`src/logic/cell_balance_params.svh`:
```
`ifndef CELL_BALANCE_PARAMS_SVH
`define CELL_BALANCE_PARAMS_SVH

// register offsets
`define CBAL_CFG_ADDR 8'h0A
`define NV_KEY_ADDR 8'h0B
`define NV_CFG_FIRST 8'h01
`define NV_CFG_LAST 8'h0A
// key values
`define NV_KEY_WRITE 8'h41
`define NV_KEY_PREREAD 8'h62
`define NV_KEY_RESET 8'h00
`define CBAL_CFG_RESET 8'h00
// cell_balance_config field positions
`define MODE_MSB 7
`define MODE_LSB 6
`define TMO_MSB 5
`define TMO_LSB 4
`define THR_MSB 3
`define THR_LSB 0
// balance mode codes
`define MODE_OFF 2'h0
`define MODE_ALWAYS 2'h1
`define MODE_CHG 2'h2
`define MODE_CHG_TMO 2'h3
// threshold in millivolts
`define THR_TOP_MV 3900
`define THR_STEP_MV 100
// time base
`define CLK_HZ 25000000
`define HOUR_S 3600
`define SEC_CYCLES (`CLK_HZ)
`define BASE_HOURS_SEC (`HOUR_S)

`endif

```
`src/logic/cell_balance_pkg.sv`:
```
`default_nettype none
package cell_balance_pkg;
    typedef enum logic [1:0] {
        BAL_IDLE,
        BAL_ACTIVE,
        BAL_LOCKOUT
    } bal_state_t;

    typedef struct packed {
        logic [1:0] mode;
        logic [1:0] timeout;
        logic [3:0] threshold;
    } bal_cfg_t;

    typedef struct packed {
        logic charge_fet_drive;
        logic discharge_fet_drive;
    } fet_drive_t;
endpackage
`default_nettype wire

```
`src/logic/cell_balance_nvm.sv`:
```
// Operation
// - mode 00 never balances; 01 timed balancing
// - mode 01 rearms after all cells drop
// - mode 10 balances only while charger present
// - mode 11 stops on removal or expiry
// - timer starts when bleed actually starts
// - enable only permits voltage-driven bleed decisions
// - timeout codes select 1,2,4,8 hours
// - threshold 3.9 V down 0.1 V steps
// - start when any cell reaches threshold
// - key 41h enables config writes to 0Ah only
// - key 62h enables pre-read of stored data
// - key register resets to zero
// - host lines enabled only while comm pin high
// - parity mismatch forces both FETs off
`timescale 1ns/1ps
`include "cell_balance_params.svh"
`default_nettype none

module cell_balance_nvm #(
    parameter int CELLS = 10,
    parameter int SEC_CYCLES = `SEC_CYCLES,
    parameter int HOUR_SECONDS = `BASE_HOURS_SEC
) (
    input wire logic core_clk,
    input wire logic rstn,
    input wire logic comm_enable_pin,
    input wire logic [7:0] host_addr,
    input wire logic [7:0] host_wdata,
    input wire logic host_wr,
    input wire logic host_rd,
    output logic [7:0] host_rdata,
    output logic host_lines_en,
    input wire logic program_pin,
    input wire logic parity_error,
    input wire logic charger_present,
    input wire logic [CELLS*12-1:0] cell_mv,
    input wire logic fet_request_chg,
    input wire logic fet_request_dsg,
    output logic [CELLS-1:0] bleed_en,
    output logic balance_active,
    output logic nv_commit,
    output logic nv_preread_en,
    output logic cfg_write_en,
    output cell_balance_pkg::fet_drive_t fet_drive
);
    // threshold in mV from code
    function automatic logic [11:0] thr_mv(input logic [3:0] code);
        thr_mv = 12'(`THR_TOP_MV) - 12'(`THR_STEP_MV) * {8'h00, code};
    endfunction

    // timeout in hours: 1,2,4,8
    function automatic logic [3:0] tmo_hours(input logic [1:0] code);
        tmo_hours = 4'h1 << code;
    endfunction

    // pin synchronisers: pins arrive from outside the clock domain
    logic [1:0] comm_sync_reg, prog_sync_reg, chg_sync_reg, par_sync_reg;
    logic prog_last_reg;
    always_ff @(posedge core_clk) begin
        if (!rstn) begin
            comm_sync_reg <= 2'h0;
            prog_sync_reg <= 2'h0;
            chg_sync_reg <= 2'h0;
            par_sync_reg <= 2'h0;
            prog_last_reg <= 1'b0;
        end else begin
            comm_sync_reg <= {comm_sync_reg[0], comm_enable_pin};
            prog_sync_reg <= {prog_sync_reg[0], program_pin};
            chg_sync_reg <= {chg_sync_reg[0], charger_present};
            par_sync_reg <= {par_sync_reg[0], parity_error};
            prog_last_reg <= prog_sync_reg[1];
        end
    end
    wire logic comm_on = comm_sync_reg[1];
    wire logic chg_on = chg_sync_reg[1];

    // register file
    cell_balance_pkg::bal_cfg_t cfg_reg, cfg_next;
    logic [7:0] key_reg, key_next, rdata_reg, rdata_next;
    logic commit_reg, commit_next;
    wire logic key_write = (key_reg == `NV_KEY_WRITE);
    wire logic key_preread = (key_reg == `NV_KEY_PREREAD);
    // falling edge of program pin ends the high-then-low strobe
    wire logic prog_fall = prog_last_reg & ~prog_sync_reg[1];

    always_comb begin
        cfg_next = cfg_reg;
        key_next = key_reg;
        rdata_next = rdata_reg;
        commit_next = prog_fall & key_write;
        // host access is dead while the enable pin is low
        if (comm_on && host_wr) begin
            if (host_addr == `NV_KEY_ADDR) begin
                key_next = host_wdata;
            end else if (host_addr == `CBAL_CFG_ADDR && key_write) begin
                cfg_next = host_wdata;
            end
        end
        if (comm_on && host_rd) begin
            if (host_addr == `CBAL_CFG_ADDR) begin
                rdata_next = cfg_reg;
            end else if (host_addr == `NV_KEY_ADDR) begin
                rdata_next = key_reg;
            end else begin
                rdata_next = 8'h00;
            end
        end
    end

    always_ff @(posedge core_clk) begin
        if (!rstn) begin
            cfg_reg <= `CBAL_CFG_RESET;
            key_reg <= `NV_KEY_RESET;
            rdata_reg <= 8'h00;
            commit_reg <= 1'b0;
        end else begin
            cfg_reg <= cfg_next;
            key_reg <= key_next;
            rdata_reg <= rdata_next;
            commit_reg <= commit_next;
        end
    end

    // per-cell compare against the threshold
    logic [CELLS-1:0] above;
    always_comb begin
        for (int i = 0; i < CELLS; i++) begin
            above[i] = cell_mv[i*12 +: 12] >= thr_mv(cfg_reg.threshold);
        end
    end
    wire logic any_above = |above;
    wire logic gated = (cfg_reg.mode == `MODE_CHG) || (cfg_reg.mode == `MODE_CHG_TMO);
    wire logic timed = (cfg_reg.mode == `MODE_ALWAYS) || (cfg_reg.mode == `MODE_CHG_TMO);
    wire logic permit = (cfg_reg.mode != `MODE_OFF) && (!gated || chg_on);

    // balance state machine with hour timer
    cell_balance_pkg::bal_state_t st_reg, st_next;
    logic [31:0] sec_reg, sec_next;
    logic [31:0] cnt_reg, cnt_next;
    logic [3:0] hrs_reg, hrs_next;
    logic [CELLS-1:0] bleed_reg, bleed_next;

    always_comb begin
        st_next = st_reg;
        sec_next = sec_reg;
        cnt_next = cnt_reg;
        hrs_next = hrs_reg;
        bleed_next = '0;
        case (st_reg)
            cell_balance_pkg::BAL_IDLE: begin
                sec_next = 32'h0;
                cnt_next = 32'h0;
                hrs_next = 4'h0;
                // enabling alone diverts nothing; voltage decides
                if (permit && any_above) begin
                    st_next = cell_balance_pkg::BAL_ACTIVE;
                end
            end
            cell_balance_pkg::BAL_ACTIVE: begin
                bleed_next = above;
                // divided time base: seconds, then hours
                if (sec_reg == 32'(SEC_CYCLES - 1)) begin
                    sec_next = 32'h0;
                    if (cnt_reg == 32'(HOUR_SECONDS - 1)) begin
                        cnt_next = 32'h0;
                        hrs_next = hrs_reg + 4'h1;
                    end else begin
                        cnt_next = cnt_reg + 32'h1;
                    end
                end else begin
                    sec_next = sec_reg + 32'h1;
                end
                if (!permit) begin
                    st_next = cell_balance_pkg::BAL_IDLE;
                    bleed_next = '0;
                end else if (timed && hrs_reg == tmo_hours(cfg_reg.timeout)) begin
                    st_next = cell_balance_pkg::BAL_LOCKOUT;
                    bleed_next = '0;
                end
            end
            cell_balance_pkg::BAL_LOCKOUT: begin
                sec_next = 32'h0;
                cnt_next = 32'h0;
                hrs_next = 4'h0;
                // always mode rearms when all cells fall below; charger
                // modes rearm only after the charger goes away
                if (cfg_reg.mode == `MODE_ALWAYS) begin
                    if (!any_above) st_next = cell_balance_pkg::BAL_IDLE;
                end else if (!permit) begin
                    st_next = cell_balance_pkg::BAL_IDLE;
                end
            end
            default: st_next = cell_balance_pkg::BAL_IDLE;
        endcase
    end

    always_ff @(posedge core_clk) begin
        if (!rstn) begin
            st_reg <= cell_balance_pkg::BAL_IDLE;
            sec_reg <= 32'h0;
            cnt_reg <= 32'h0;
            hrs_reg <= 4'h0;
            bleed_reg <= '0;
        end else begin
            st_reg <= st_next;
            sec_reg <= sec_next;
            cnt_reg <= cnt_next;
            hrs_reg <= hrs_next;
            bleed_reg <= bleed_next;
        end
    end

    // registered outputs; parity fault overrides FET requests
    cell_balance_pkg::fet_drive_t fet_reg, fet_next;
    logic lines_reg, act_reg, pre_reg, wen_reg;
    always_comb begin
        fet_next.charge_fet_drive = fet_request_chg & ~par_sync_reg[1];
        fet_next.discharge_fet_drive = fet_request_dsg & ~par_sync_reg[1];
    end
    always_ff @(posedge core_clk) begin
        if (!rstn) begin
            fet_reg <= '0;
            lines_reg <= 1'b0;
            act_reg <= 1'b0;
            pre_reg <= 1'b0;
            wen_reg <= 1'b0;
        end else begin
            fet_reg <= fet_next;
            lines_reg <= comm_on;
            act_reg <= (st_next == cell_balance_pkg::BAL_ACTIVE);
            pre_reg <= key_preread;
            wen_reg <= key_write;
        end
    end

    assign host_rdata = rdata_reg;
    assign host_lines_en = lines_reg;
    assign bleed_en = bleed_reg;
    assign balance_active = act_reg;
    assign nv_commit = commit_reg;
    assign nv_preread_en = pre_reg;
    assign cfg_write_en = wen_reg;
    assign fet_drive = fet_reg;
endmodule

`default_nettype wire

```
`config.mk`:
```
export PLATFORM = sky130hd
export DESIGN_NAME = cell_balance_nvm
export DESIGN_NICKNAME = d
export VERILOG_FILES = /design/src/logic/cell_balance_pkg.sv /design/src/logic/cell_balance_nvm.sv
export VERILOG_INCLUDE_DIRS = /design/src /design/src/logic
export SDC_FILE = /design/constraint.sdc
export NUM_CORES = 1
export LEC_CHECK = 0
export BUFFER_PORTS_ARGS = -buffer_cell sky130_fd_sc_hd__clkbuf_2
export CORE_MARGIN = 3
export CORE_UTILIZATION = 32
export CTS_CLUSTER_SIZE = 24
export DETAILED_ROUTE_END_ITERATION = 10
export PLACE_DENSITY = 0.56
export SLEW_MARGIN = 20
export SYNTH_ARGS = -nofsm -noshare
export SYNTH_HDL_FRONTEND = slang
export SYNTH_SLANG_ARGS = --single-unit
```
`constraint.sdc`:
```
create_clock -name core_clk -period 5.8 [get_ports core_clk]
set_input_delay 0.29 -clock core_clk [delete_from_list [all_inputs] [get_ports core_clk]]
set_output_delay 0.29 -clock core_clk [all_outputs]
set_load 0.05 [all_outputs]
```
==> flow_metrics.tcl, run 1 <==
set metrics [dict create \
    grt_antenna_before_repair 2 \
    drive_above_1_share 0.198 \
    status "completed" \
    crit_arrival_ns 4.77 \
    muxShareOfSynthArea 0.0316 \
    dr.pass1.iters 5 \
    clockRootBuffer "clkbuf_16" \
    clock_skew_ns 0.0121 \
    worstPathRequired_ns 6.06 \
    wl_mm 21.8 \
    slew_viol_final 0 \
    synthArstFlopShare 0 \
    crit_end "st_reg[1]" \
    setup_tns_ns 0 \
    synthAdderAreaFrac 0.156 \
    ys_seq_elements 120 \
    worstRegToRegCells 17 \
    areaGrowthSynthToFinish_pct 22.1 \
    via_count 7509 \
    num_rows 57 \
    rsz0062_at_grt "false" \
    whs_ns 0.0797 \
    p_leak_nw 4.14 \
    path_class "reg2reg" \
    ys.flop_type "dfxtp_1" \
    numClockSinks 120 \
    postRouteAntennaNets 0 \
    setup_violations 0 \
    dieHeight_um 164 \
    syn-cell-area_mm2 0.00796 \
    wl_per_cell_um 14.9 \
    maxCapViolCount 0 \
    avgViaCountPerCell 5.12 \
    synth_compound_area_frac 0.176 \
    syn_inst 960 \
    gp_congestion 0.825 \
    cts_buffer_depth 2 \
    crit_path_start "cfg_reg[2]" \
    yosysSeqAreaShare 0.302 \
    cts.hold.buffers_added 0 \
    drt_iter0_markers 417 \
    synth_xor_area_frac 0.0308 \
    synth_top_family_by_area "simple AND/OR/NAND/NOR gates" \
    ys.warnings.count 0 \
    synth_nets 1200 \
    ios 171 \
    grt_pass1_vias 7170 \
    cts_tree "yes" \
    hold_viol_final 0 \
    fp.dieW_um 164 \
    ctsResizeCount 0 \
    yosysUniqueCellTypes 70 \
    cts_setup_buffers 0 \
    grt_max_degree 75 \
    reg2reg_to "st_reg[1]" \
    coreArea_mm2 0.0244 \
    cp_max_fo 6 \
    path_clk_slew_ns 0.06 \
    power.density_mw_per_mm2 198 \
    track_usage 0.162 \
    hold_class "in2reg" \
    avgSynthCellArea_um2 8.29 \
    relSlewSlack 0.285 \
    synthSimpleGateAreaFrac 0.272 \
    grt_pass1_wl_mm 35.3 \
    insertion_delay_ns 0.42 \
    max_freq_mhz 222 \
    hpwl_mm 16.6 \
    fillers 2553 \
    nets 1367 \
    tightest_slew_ns 1.07 \
    htree_levels 4 \
    cts_buffers 17 \
    crit_path_start_kind "register" \
    peakVddDrop_uv 172 \
    r2r_slack_ns 1.29 \
    synth_edf_count 0 \
    min_period_ns 4.51 \
    drcViolationCount 0 \
    grt.overflow.total 0 \
    io_buffers 170 \
    initial_core_util 0.326 \
    dieArea_mm2 0.0268 \
    period_share 0.777 \
    end_kind "register" \
    r2r_start "cfg_reg[2]" \
]
==> cells in the final DEF (no fill, tap or decap), types with 6 or more instances in the layout <==
cell type / count
a211oi_1: 6
a21boi_0: 13
a21o_1: 11
a21oi_1: 53
a22oi_1: 11
a31oi_1: 11
and2_1: 31
and3_1: 17
buf_4: 9
clkbuf_16: 17
clkbuf_2: 170
dfxtp_1: 120
ha_1: 93
inv_1: 34
maj3_1: 6
mux2i_1: 24
nand2_1: 67
nand2b_1: 7
nand3_1: 32
nand4_1: 17
nand4b_1: 6
nor2_1: 87
nor2b_1: 49
nor3_1: 26
nor4_1: 14
o211ai_1: 11
o21ai_0: 56
or3_1: 7
xnor2_1: 14
xor2_1: 14
==> worst max-delay path: stages, from the launching register on <==
cell      delay (ns)
dfxtp_1         0.37
inv_1           0.06
ha_1            0.27
inv_1           0.04
ha_1            0.18
ha_1            0.31
a21bo_2         0.24
o22ai_1         0.36
xnor2_1         0.31
buf_4           0.25
ha_1            0.25
o21a_1          0.11
a221oi_1        0.37
nand3_1         0.12
a221oi_1        0.34
o221ai_1        0.18
a311oi_1        0.44
a21boi_0        0.15
==> worst min path at each step <==
stage	from	end	slack, ns	cells past startpoint
floorplan	chg_sync_reg[0]	chg_sync_reg[1]	0.41	1
global placement	prog_sync_reg[0]	prog_sync_reg[1]	0.41	1
detailed placement	prog_sync_reg[0]	prog_sync_reg[1]	0.42	1
CTS	comm_enable_pin	comm_sync_reg[0]	0.06	2
global route	comm_enable_pin	comm_sync_reg[0]	0.08	2
finish	program_pin	prog_sync_reg[0]	0.08	2
==> cell families (layout without fill, tap and decap cells) <==
kind of cell / count (synthesis) / in the layout
multiplexers: 25 / 25
XOR/XNOR: 28 / 28
AND/OR/NAND/NOR: 403 / 403
buffers and inverters: 66 / 246
flip-flops: 120 / 120
adder cells (fa/ha/maj): 100 / 100
other: 0 / 2
AO/OA/AOI/OAI: 218 / 218
==> report_power, final <==
part	switching, W	internal (W)
Clock	0.000406	0.000547
Combinational	0.0000696	0.0000756
Sequential	0.00000109	0.000828
Total	0.000477	0.00145
==> per-layer routing <==
layer / vias up / track usage / share of wire
met4: 0 / 0.0458 / 0.017
li1: 3857 / - / -
met1: 3452 / 0.211 / 0.48
met3: 30 / 0.0368 / 0.052
met2: 170 / 0.269 / 0.45
met5: - / 0 / 0
==> through the flow <==
stage	utilization	cells	total power [W]	setup WS (ns)	instance area, µm²
2_1_floorplan	-	960	0.000918	1.54	7960
3_3_place_gp	0.376	1432	0.000990	1.45	9180
3_5_place_dp	0.376	1432	0.000992	1.32	9180
4_1_cts	0.398	1464	0.00196	1.31	9710
5_1_grt	0.398	1466	0.00201	0.921	9710
6_report	0.398	1466	0.00193	1.29	9710
==> synthesized netlist by cell type (17+ instances only) <==
cell type,instances,share of area
dfxtp_1,120,0.30
inv_1,34,0.016
nand3_1,32,0.020
and3_1,17,0.013
nor2_1,87,0.041
nand2_1,67,0.032
o21ai_0,56,0.035
nor3_1,27,0.017
a21oi_1,53,0.033
ha_1,93,0.15
nor2b_1,49,0.039
nand4_1,17,0.013
and2_1,31,0.024
clkbuf_1,30,0.014
mux2i_1,24,0.030
==> area by class of cell <==
| type | count | area [µm²] | share of cell area |
|---|---|---|---|
| Antenna cell | 2 | 5.00 | 0.000515 |
| Multi-Input combinational cell | 774 | 5320 | 0.548 |
| Clock buffer | 18 | 429 | 0.0442 |
| Inverter | 35 | 131 | 0.0135 |
| Timing Repair Buffer | 179 | 918 | 0.0945 |
| Tap cell | 324 | 405 | 0.0417 |
| Clock inverter | 14 | 101 | 0.0104 |
| Sequential cell | 120 | 2400 | 0.247 |
(Power assumes the default switching activity.)
==> run 2, diff against run 1 <==
ABC_AREA = 1   (was default)
PLACE_DENSITY = 0.57   (was 0.56)
clock period = 4 ns   (was 5.8 ns; I/O delays follow)
==> flow_metrics.tcl, run 2 <==
set metrics [dict create \
    dp_slack_ns 0.176 \
    avgSynthCellArea_um2 6.78 \
    tightest_slew_ns 1.02 \
    diodes 0 \
    end_kind "register" \
    path_clk_slew_ns 0.06 \
    wl_per_cell_um 13.3 \
    cts_buffers 17 \
    synth_edf_count 0 \
    synth_xor_area_frac 0.00937 \
    setup_tns_ns 0 \
    ys_top_cells_by_count "nand2_1 (302), inv_1 (177), dfxtp_1 (120)" \
    dr.pass1.iters 5 \
    postRouteAntennaNets 0 \
    synth_nets 1480 \
    synthArstFlopShare 0 \
    rsz0062_at_grt "false" \
    min_period_ns 3.65 \
    numClockSinks 120 \
    worst-path-buf-inv 2 \
    synth_top_family_by_area "simple AND/OR/NAND/NOR gates" \
    hp-start "host_wdata[0]" \
    drcViolationCount 0 \
    gp_congestion 0.841 \
    setup_violations 0 \
    crit_arrival_ns 3.92 \
    dieArea_mm2 0.0283 \
    worstPathRequired_ns 4.27 \
    hpwl_mm 18.3 \
    synth_top_area_frac 0.286 \
    r2r_start "cfg_reg[0]" \
    io_buffers 170 \
    syn-cell-area_mm2 0.00841 \
    cp_cell_sequence "ha_1 -> ha_1 -> inv_1 -> fa_1 -> ha_1 -> inv_1 -> ha_1 -> nand2_1 -> nor2_1 -> nor3b_1 -> nand2_1 -> nand2_1 -> nand3_1 -> nand2_1 -> nand2_1 -> nand2_1 -> nand2_1 -> nor2_2 -> nand3_1 -> nand2_1 -> a21oi_1" \
    yosysMostFrequentCell "nand2_1" \
    grt_antenna_before_repair 0 \
    synth_top_cell_by_area "dfxtp_1" \
    cts_buffer_depth 2 \
    grt_max_degree 47 \
    yosysUniqueCellTypes 53 \
    placed_area_mm2 0.00962 \
    maxCapViolCount 0 \
    relSlewSlack 0.319 \
    drive_above_1_share 0.200 \
    ys.flop_type "dfxtp_1" \
    synthSimpleGateAreaFrac 0.337 \
    crit_path_start "cfg_reg[0]" \
    fin_util 0.403 \
    peakVddDrop_uv 208 \
    finish.instance_area_mm2 0.0103 \
    cts_setup_buffers 0 \
    hold_class "in2reg" \
    p_leak_nw 4.74 \
    grt_pass1_vias 7905 \
    setup_slack_ns 0.353 \
    areaGrowthSynthToFinish_pct 22.4 \
    track_usage 0.165 \
    via_count 8463 \
    coreArea_mm2 0.0255 \
    wl_mm 23.4 \
    path_class "reg2reg" \
    num_rows 58 \
    drt_iter0_markers 467 \
    period_share 0.912 \
    insertion_delay_ns 0.42 \
    status "completed" \
    cp_max_fo 10 \
    hold_viol_final 0 \
    whs_ns 0.0228 \
    synthTopCellsByArea "dfxtp_1 (29%), ha_1 (14%), nand2_1 (13%)" \
    final_common_cell "nand2_1" \
    yosysSeqAreaShare 0.286 \
    dieHeight_um 168 \
    cp_common_cell "nand2_1" \
    htree_levels 4 \
    ios 171 \
    max_freq_mhz 274 \
    clockRootBuffer "clkbuf_16" \
    critPathMaxStageDelay_ns 0.42 \
    avgViaCountPerCell 4.81 \
    power.density_mw_per_mm2 289 \
    muxShareOfSynthArea 0 \
    initial_core_util 0.329 \
    syn_inst 1240 \
    fp.dieW_um 168 \
    cp_slowest_cell "fa_1" \
    synth_compound_area_frac 0.131 \
    synthAdderAreaFrac 0.141 \
    grt_pass1_wl_mm 38.6 \
    cts_tree "yes" \
    slew_viol_final 0 \
    grt.overflow.total 0 \
    layout_common_cells "nand2_1 (302), inv_1 (177), clkbuf_2 (170), dfxtp_1 (120), nor2_1 (101)" \
    crit_path_start_kind "register" \
    critPathTopFamily "adder cells" \
    nets 1658 \
    ys_seq_elements 120 \
    ys.warnings.count 0 \
    clock_skew_ns 0.00839 \
]
## run 2: cell types whose count changed after synthesis, sizes merged, moves of 22 or more
cell	delta
inv	+149
nor2b	-49
nand3	+33
nand2	+248
and2	-30
mux2i	-24
or2	+22
nor2	+31
a21oi	+41
## run 2: routing by layer
| layer | vias up | routed length (µm) | track usage |
|---|---|---|---|
| li1 | 4455 | - | - |
| met1 | 3787 | 11500 | 0.225 |
| met2 | 194 | 10400 | 0.268 |
| met3 | 27 | 1130 | 0.0369 |
| met4 | 0 | 327 | 0.0377 |
| met5 | - | 0 | 0 |
## run 2: cell type report
class	instances	area (µm²)
Clock buffer	17	425
Clock inverter	15	168
Fill cell	2708	15200
Inverter	184	691
Multi-Input combinational cell	908	5200
Sequential cell	120	2400
Tap cell	330	413
Timing Repair Buffer	187	998
## run 2: worst paths after layout
check        slack [ns]  cells after the start          to
max                0.35                     21   st_reg[1]
min                0.02                      3  cfg_reg[0]
max reg2reg        0.35                     21   st_reg[1]
min reg2reg        0.41                      1   nv_commit
## run 2: kinds of logic after synthesis
| group | count (synthesis) |
|---|---|
| AOI/OAI and AO/OA | 191 |
| xor gates and xnor gates | 9 |
| adders and majority gates | 94 |
| buffers and inverters | 212 |
| DFF | 120 |
| and+or+nand+nor | 614 |
## run 2: through the flow
stage / power, W / cells
floorplan: 0.00135 / 1240
global placement: 0.00146 / 1721
detailed placement: 0.00147 / 1721
CTS: 0.00302 / 1761
global route: 0.00311 / 1761
finish: 0.00298 / 1761
## run 2: power breakdown
| part | internal [W] | switching, W | leakage [nW] | total (W) |
|---|---|---|---|---|
| sequential | 0.00120 | 0.00000349 | 0.969 | 0.00121 |
| clock | 0.000930 | 0.000603 | 0.291 | 0.00153 |
| combinational | 0.000112 | 0.000130 | 3.48 | 0.000242 |
| total | 0.00225 | 0.000736 | 4.74 | 0.00298 |
## run 2: repair_timing
item                                   CTS  global route
setup endpoints to repair                0             3
hold buffers                             8             0
endpoints found under the hold margin    8             0
gates resized for setup                  0             1
## run 2: worst register-to-register path, stage by stage, from the launching register on
cell,delay [ns]
dfxtp_1,0.34
ha_1,0.30
ha_1,0.23
inv_1,0.07
fa_1,0.42
ha_1,0.30
inv_1,0.32
ha_1,0.33
nand2_1,0.09
nor2_1,0.05
nor3b_1,0.16
nand2_1,0.14
nand2_1,0.08
nand3_1,0.06
nand2_1,0.06
nand2_1,0.05
nand2_1,0.07
nand2_1,0.06
nor2_2,0.14
nand3_1,0.10
nand2_1,0.07
a21oi_1,0.05
==> run 3, diff against run 2 <==
PLACE_DENSITY = 0.55   (was 0.57)
clock period = 3.4 ns   (was 4 ns; I/O delays follow)
==> flow_metrics.tcl, run 3 (synthesis gave the netlist of run 2 again) <==
set metrics [dict create \
    status "completed" \
    slew_viol_final 0 \
    path_clk_slew_ns 0.06 \
    rsz0062_at_grt "true" \
    htree_levels 4 \
    avgViaCountPerCell 4.76 \
    crit_path_start_kind "register" \
    worstPathRequired_ns 3.68 \
    areaGrowthSynthToFinish_pct 28.5 \
    numClockSinks 120 \
    fp.dieW_um 168 \
    grt_max_degree 44 \
    layout_common_cells "nand2_1 (288), inv_1 (173), clkbuf_2 (170), dfxtp_1 (116), nor2_1 (101)" \
    min_period_ns 3.32 \
    grt_pass1_wl_mm 39.2 \
    clockRootBuffer "clkbuf_16" \
    setup_violations 0 \
    dieHeight_um 168 \
    cp_max_fo 7 \
    io_buffers 170 \
    cts_tree "yes" \
    num_rows 58 \
    tightest_slew_ns 0.831 \
    grt.overflow.total 0 \
    fin_util 0.423 \
    p_leak_nw 4.92 \
    grt_pass1_vias 8028 \
    hold_class "in2reg" \
    cts_buffers 17 \
    hold_viol_final 0 \
    dieArea_mm2 0.0283 \
    wl_mm 23.9 \
    via_count 8516 \
    gp_congestion 0.859 \
    path_class "reg2reg" \
    r2r_start "cfg_reg[0]" \
    drt_iter0_markers 448 \
    end_kind "register" \
    period_share 0.978 \
    insertion_delay_ns 0.42 \
    hpwl_mm 18.6 \
    crit_path_start "cfg_reg[0]" \
    nets 1685 \
    dr.pass1.iters 5 \
    track_usage 0.168 \
    final_common_cell "nand2_1" \
    drive_above_1_share 0.239 \
    ios 171 \
    reg2reg_to "st_reg[1]" \
    crit_arrival_ns 3.60 \
    wl_per_cell_um 13.4 \
    fillers 2710 \
    worstRegToRegCells 22 \
    postRouteAntennaNets 0 \
    maxCapViolCount 0 \
    grt_antenna_before_repair 1 \
    peakVddDrop_uv 218 \
    crit_end "st_reg[1]" \
    relSlewSlack 0.443 \
    clock_skew_ns 0.0177 \
    cts_buffer_depth 2 \
    hp-start "host_wdata[1]" \
    coreArea_mm2 0.0255 \
    power.density_mw_per_mm2 333 \
    r2r_slack_ns 0.08 \
    max_freq_mhz 301 \
    drcViolationCount 0 \
    power_w 0.00360 \
    initial_core_util 0.329 \
]
==> run 3: changes by cell type in the layout (fill, tap and decap cells not counted), sizes merged, moves of 3 or more <==
cell,delta
dlygate4sd3,+3
clkinvlp,+3
buf,+24
clkbuf,+5
clkinv,-4
inv,-5
==> run 3: worst min path at each step <==
stage	end	slack, ns	cells after the start
floorplan	chg_sync_reg[0]	0.27	2
global placement	prog_sync_reg[0]	0.35	3
detailed placement	comm_sync_reg[0]	0.36	3
CTS	cfg_reg[5]	0.001	3
global route	cfg_reg[5]	0.006	3
finish	cfg_reg[1]	0.02	3
==> run 3: stage by stage <==
step / cells / worst slack (ns) / hold slack (ns) / area, µm² / setup TNS, ns
after floorplan: 1240 / 0.0349 / 0.268 / 8420 / 0
after global placement: 1742 / -0.0647 / 0.354 / 9800 / -0.162
after detailed placement: 1742 / -0.108 / 0.357 / 9800 / -0.298
after CTS: 1785 / -0.00136 / 0.00121 / 10500 / -0.00136
after global routing: 1789 / -0.139 / 0.00564 / 10800 / -0.391
final: 1789 / 0.0760 / 0.0176 / 10800 / 0
==> run 3: layout make-up <==
type,instances,area (µm²),area share
multi-input combinational,908,5420,0.502
sequential,120,2410,0.223
timing repair buffer,214,1240,0.115
inverter,184,698,0.0646
clock buffer,22,474,0.0439
tap,330,413,0.0382
clock inverter,10,143,0.0132
antenna,1,2.50,0.000232
==> run 3: what timing repair did <==
item,in CTS,in global routing
endpoints found under the hold margin,11,0
pin swaps,0,26
resized for setup,3,50
endpoints found under the setup margin,3,13
setup buffers,0,3
hold buffers,11,0
==> run 3: where the power goes <==
group          leakage [nW]  switching (W)  internal, W
registers             0.971     0.00000401      0.00142
clock network         0.289       0.000664      0.00121
logic                  3.66       0.000160     0.000144
==> run 3: layer usage <==
metal | vias to the layer above | wire length, µm | GRT usage
met5 | - | 0 | 0
met4 | 0 | 320 | 0.0384
met3 | 25 | 1130 | 0.0411
met2 | 166 | 10900 | 0.274
met1 | 3823 | 11500 | 0.226
li1 | 4502 | - | -
==> run 3: critical path: stages (launching register included) <==
cell,delay [ns]
dfxtp_4,0.35
ha_4,0.27
ha_4,0.12
inv_2,0.03
fa_1,0.50
ha_4,0.32
inv_8,0.05
buf_8,0.13
ha_4,0.22
nand2_2,0.06
inv_2,0.04
nor3_2,0.18
nand2_1,0.12
nand2_1,0.09
nand3_2,0.05
nand2_1,0.07
nand2_1,0.06
nand2_2,0.08
nand3_2,0.09
nor2_4,0.13
nand3_2,0.07
nand2_2,0.08
a21oi_2,0.04
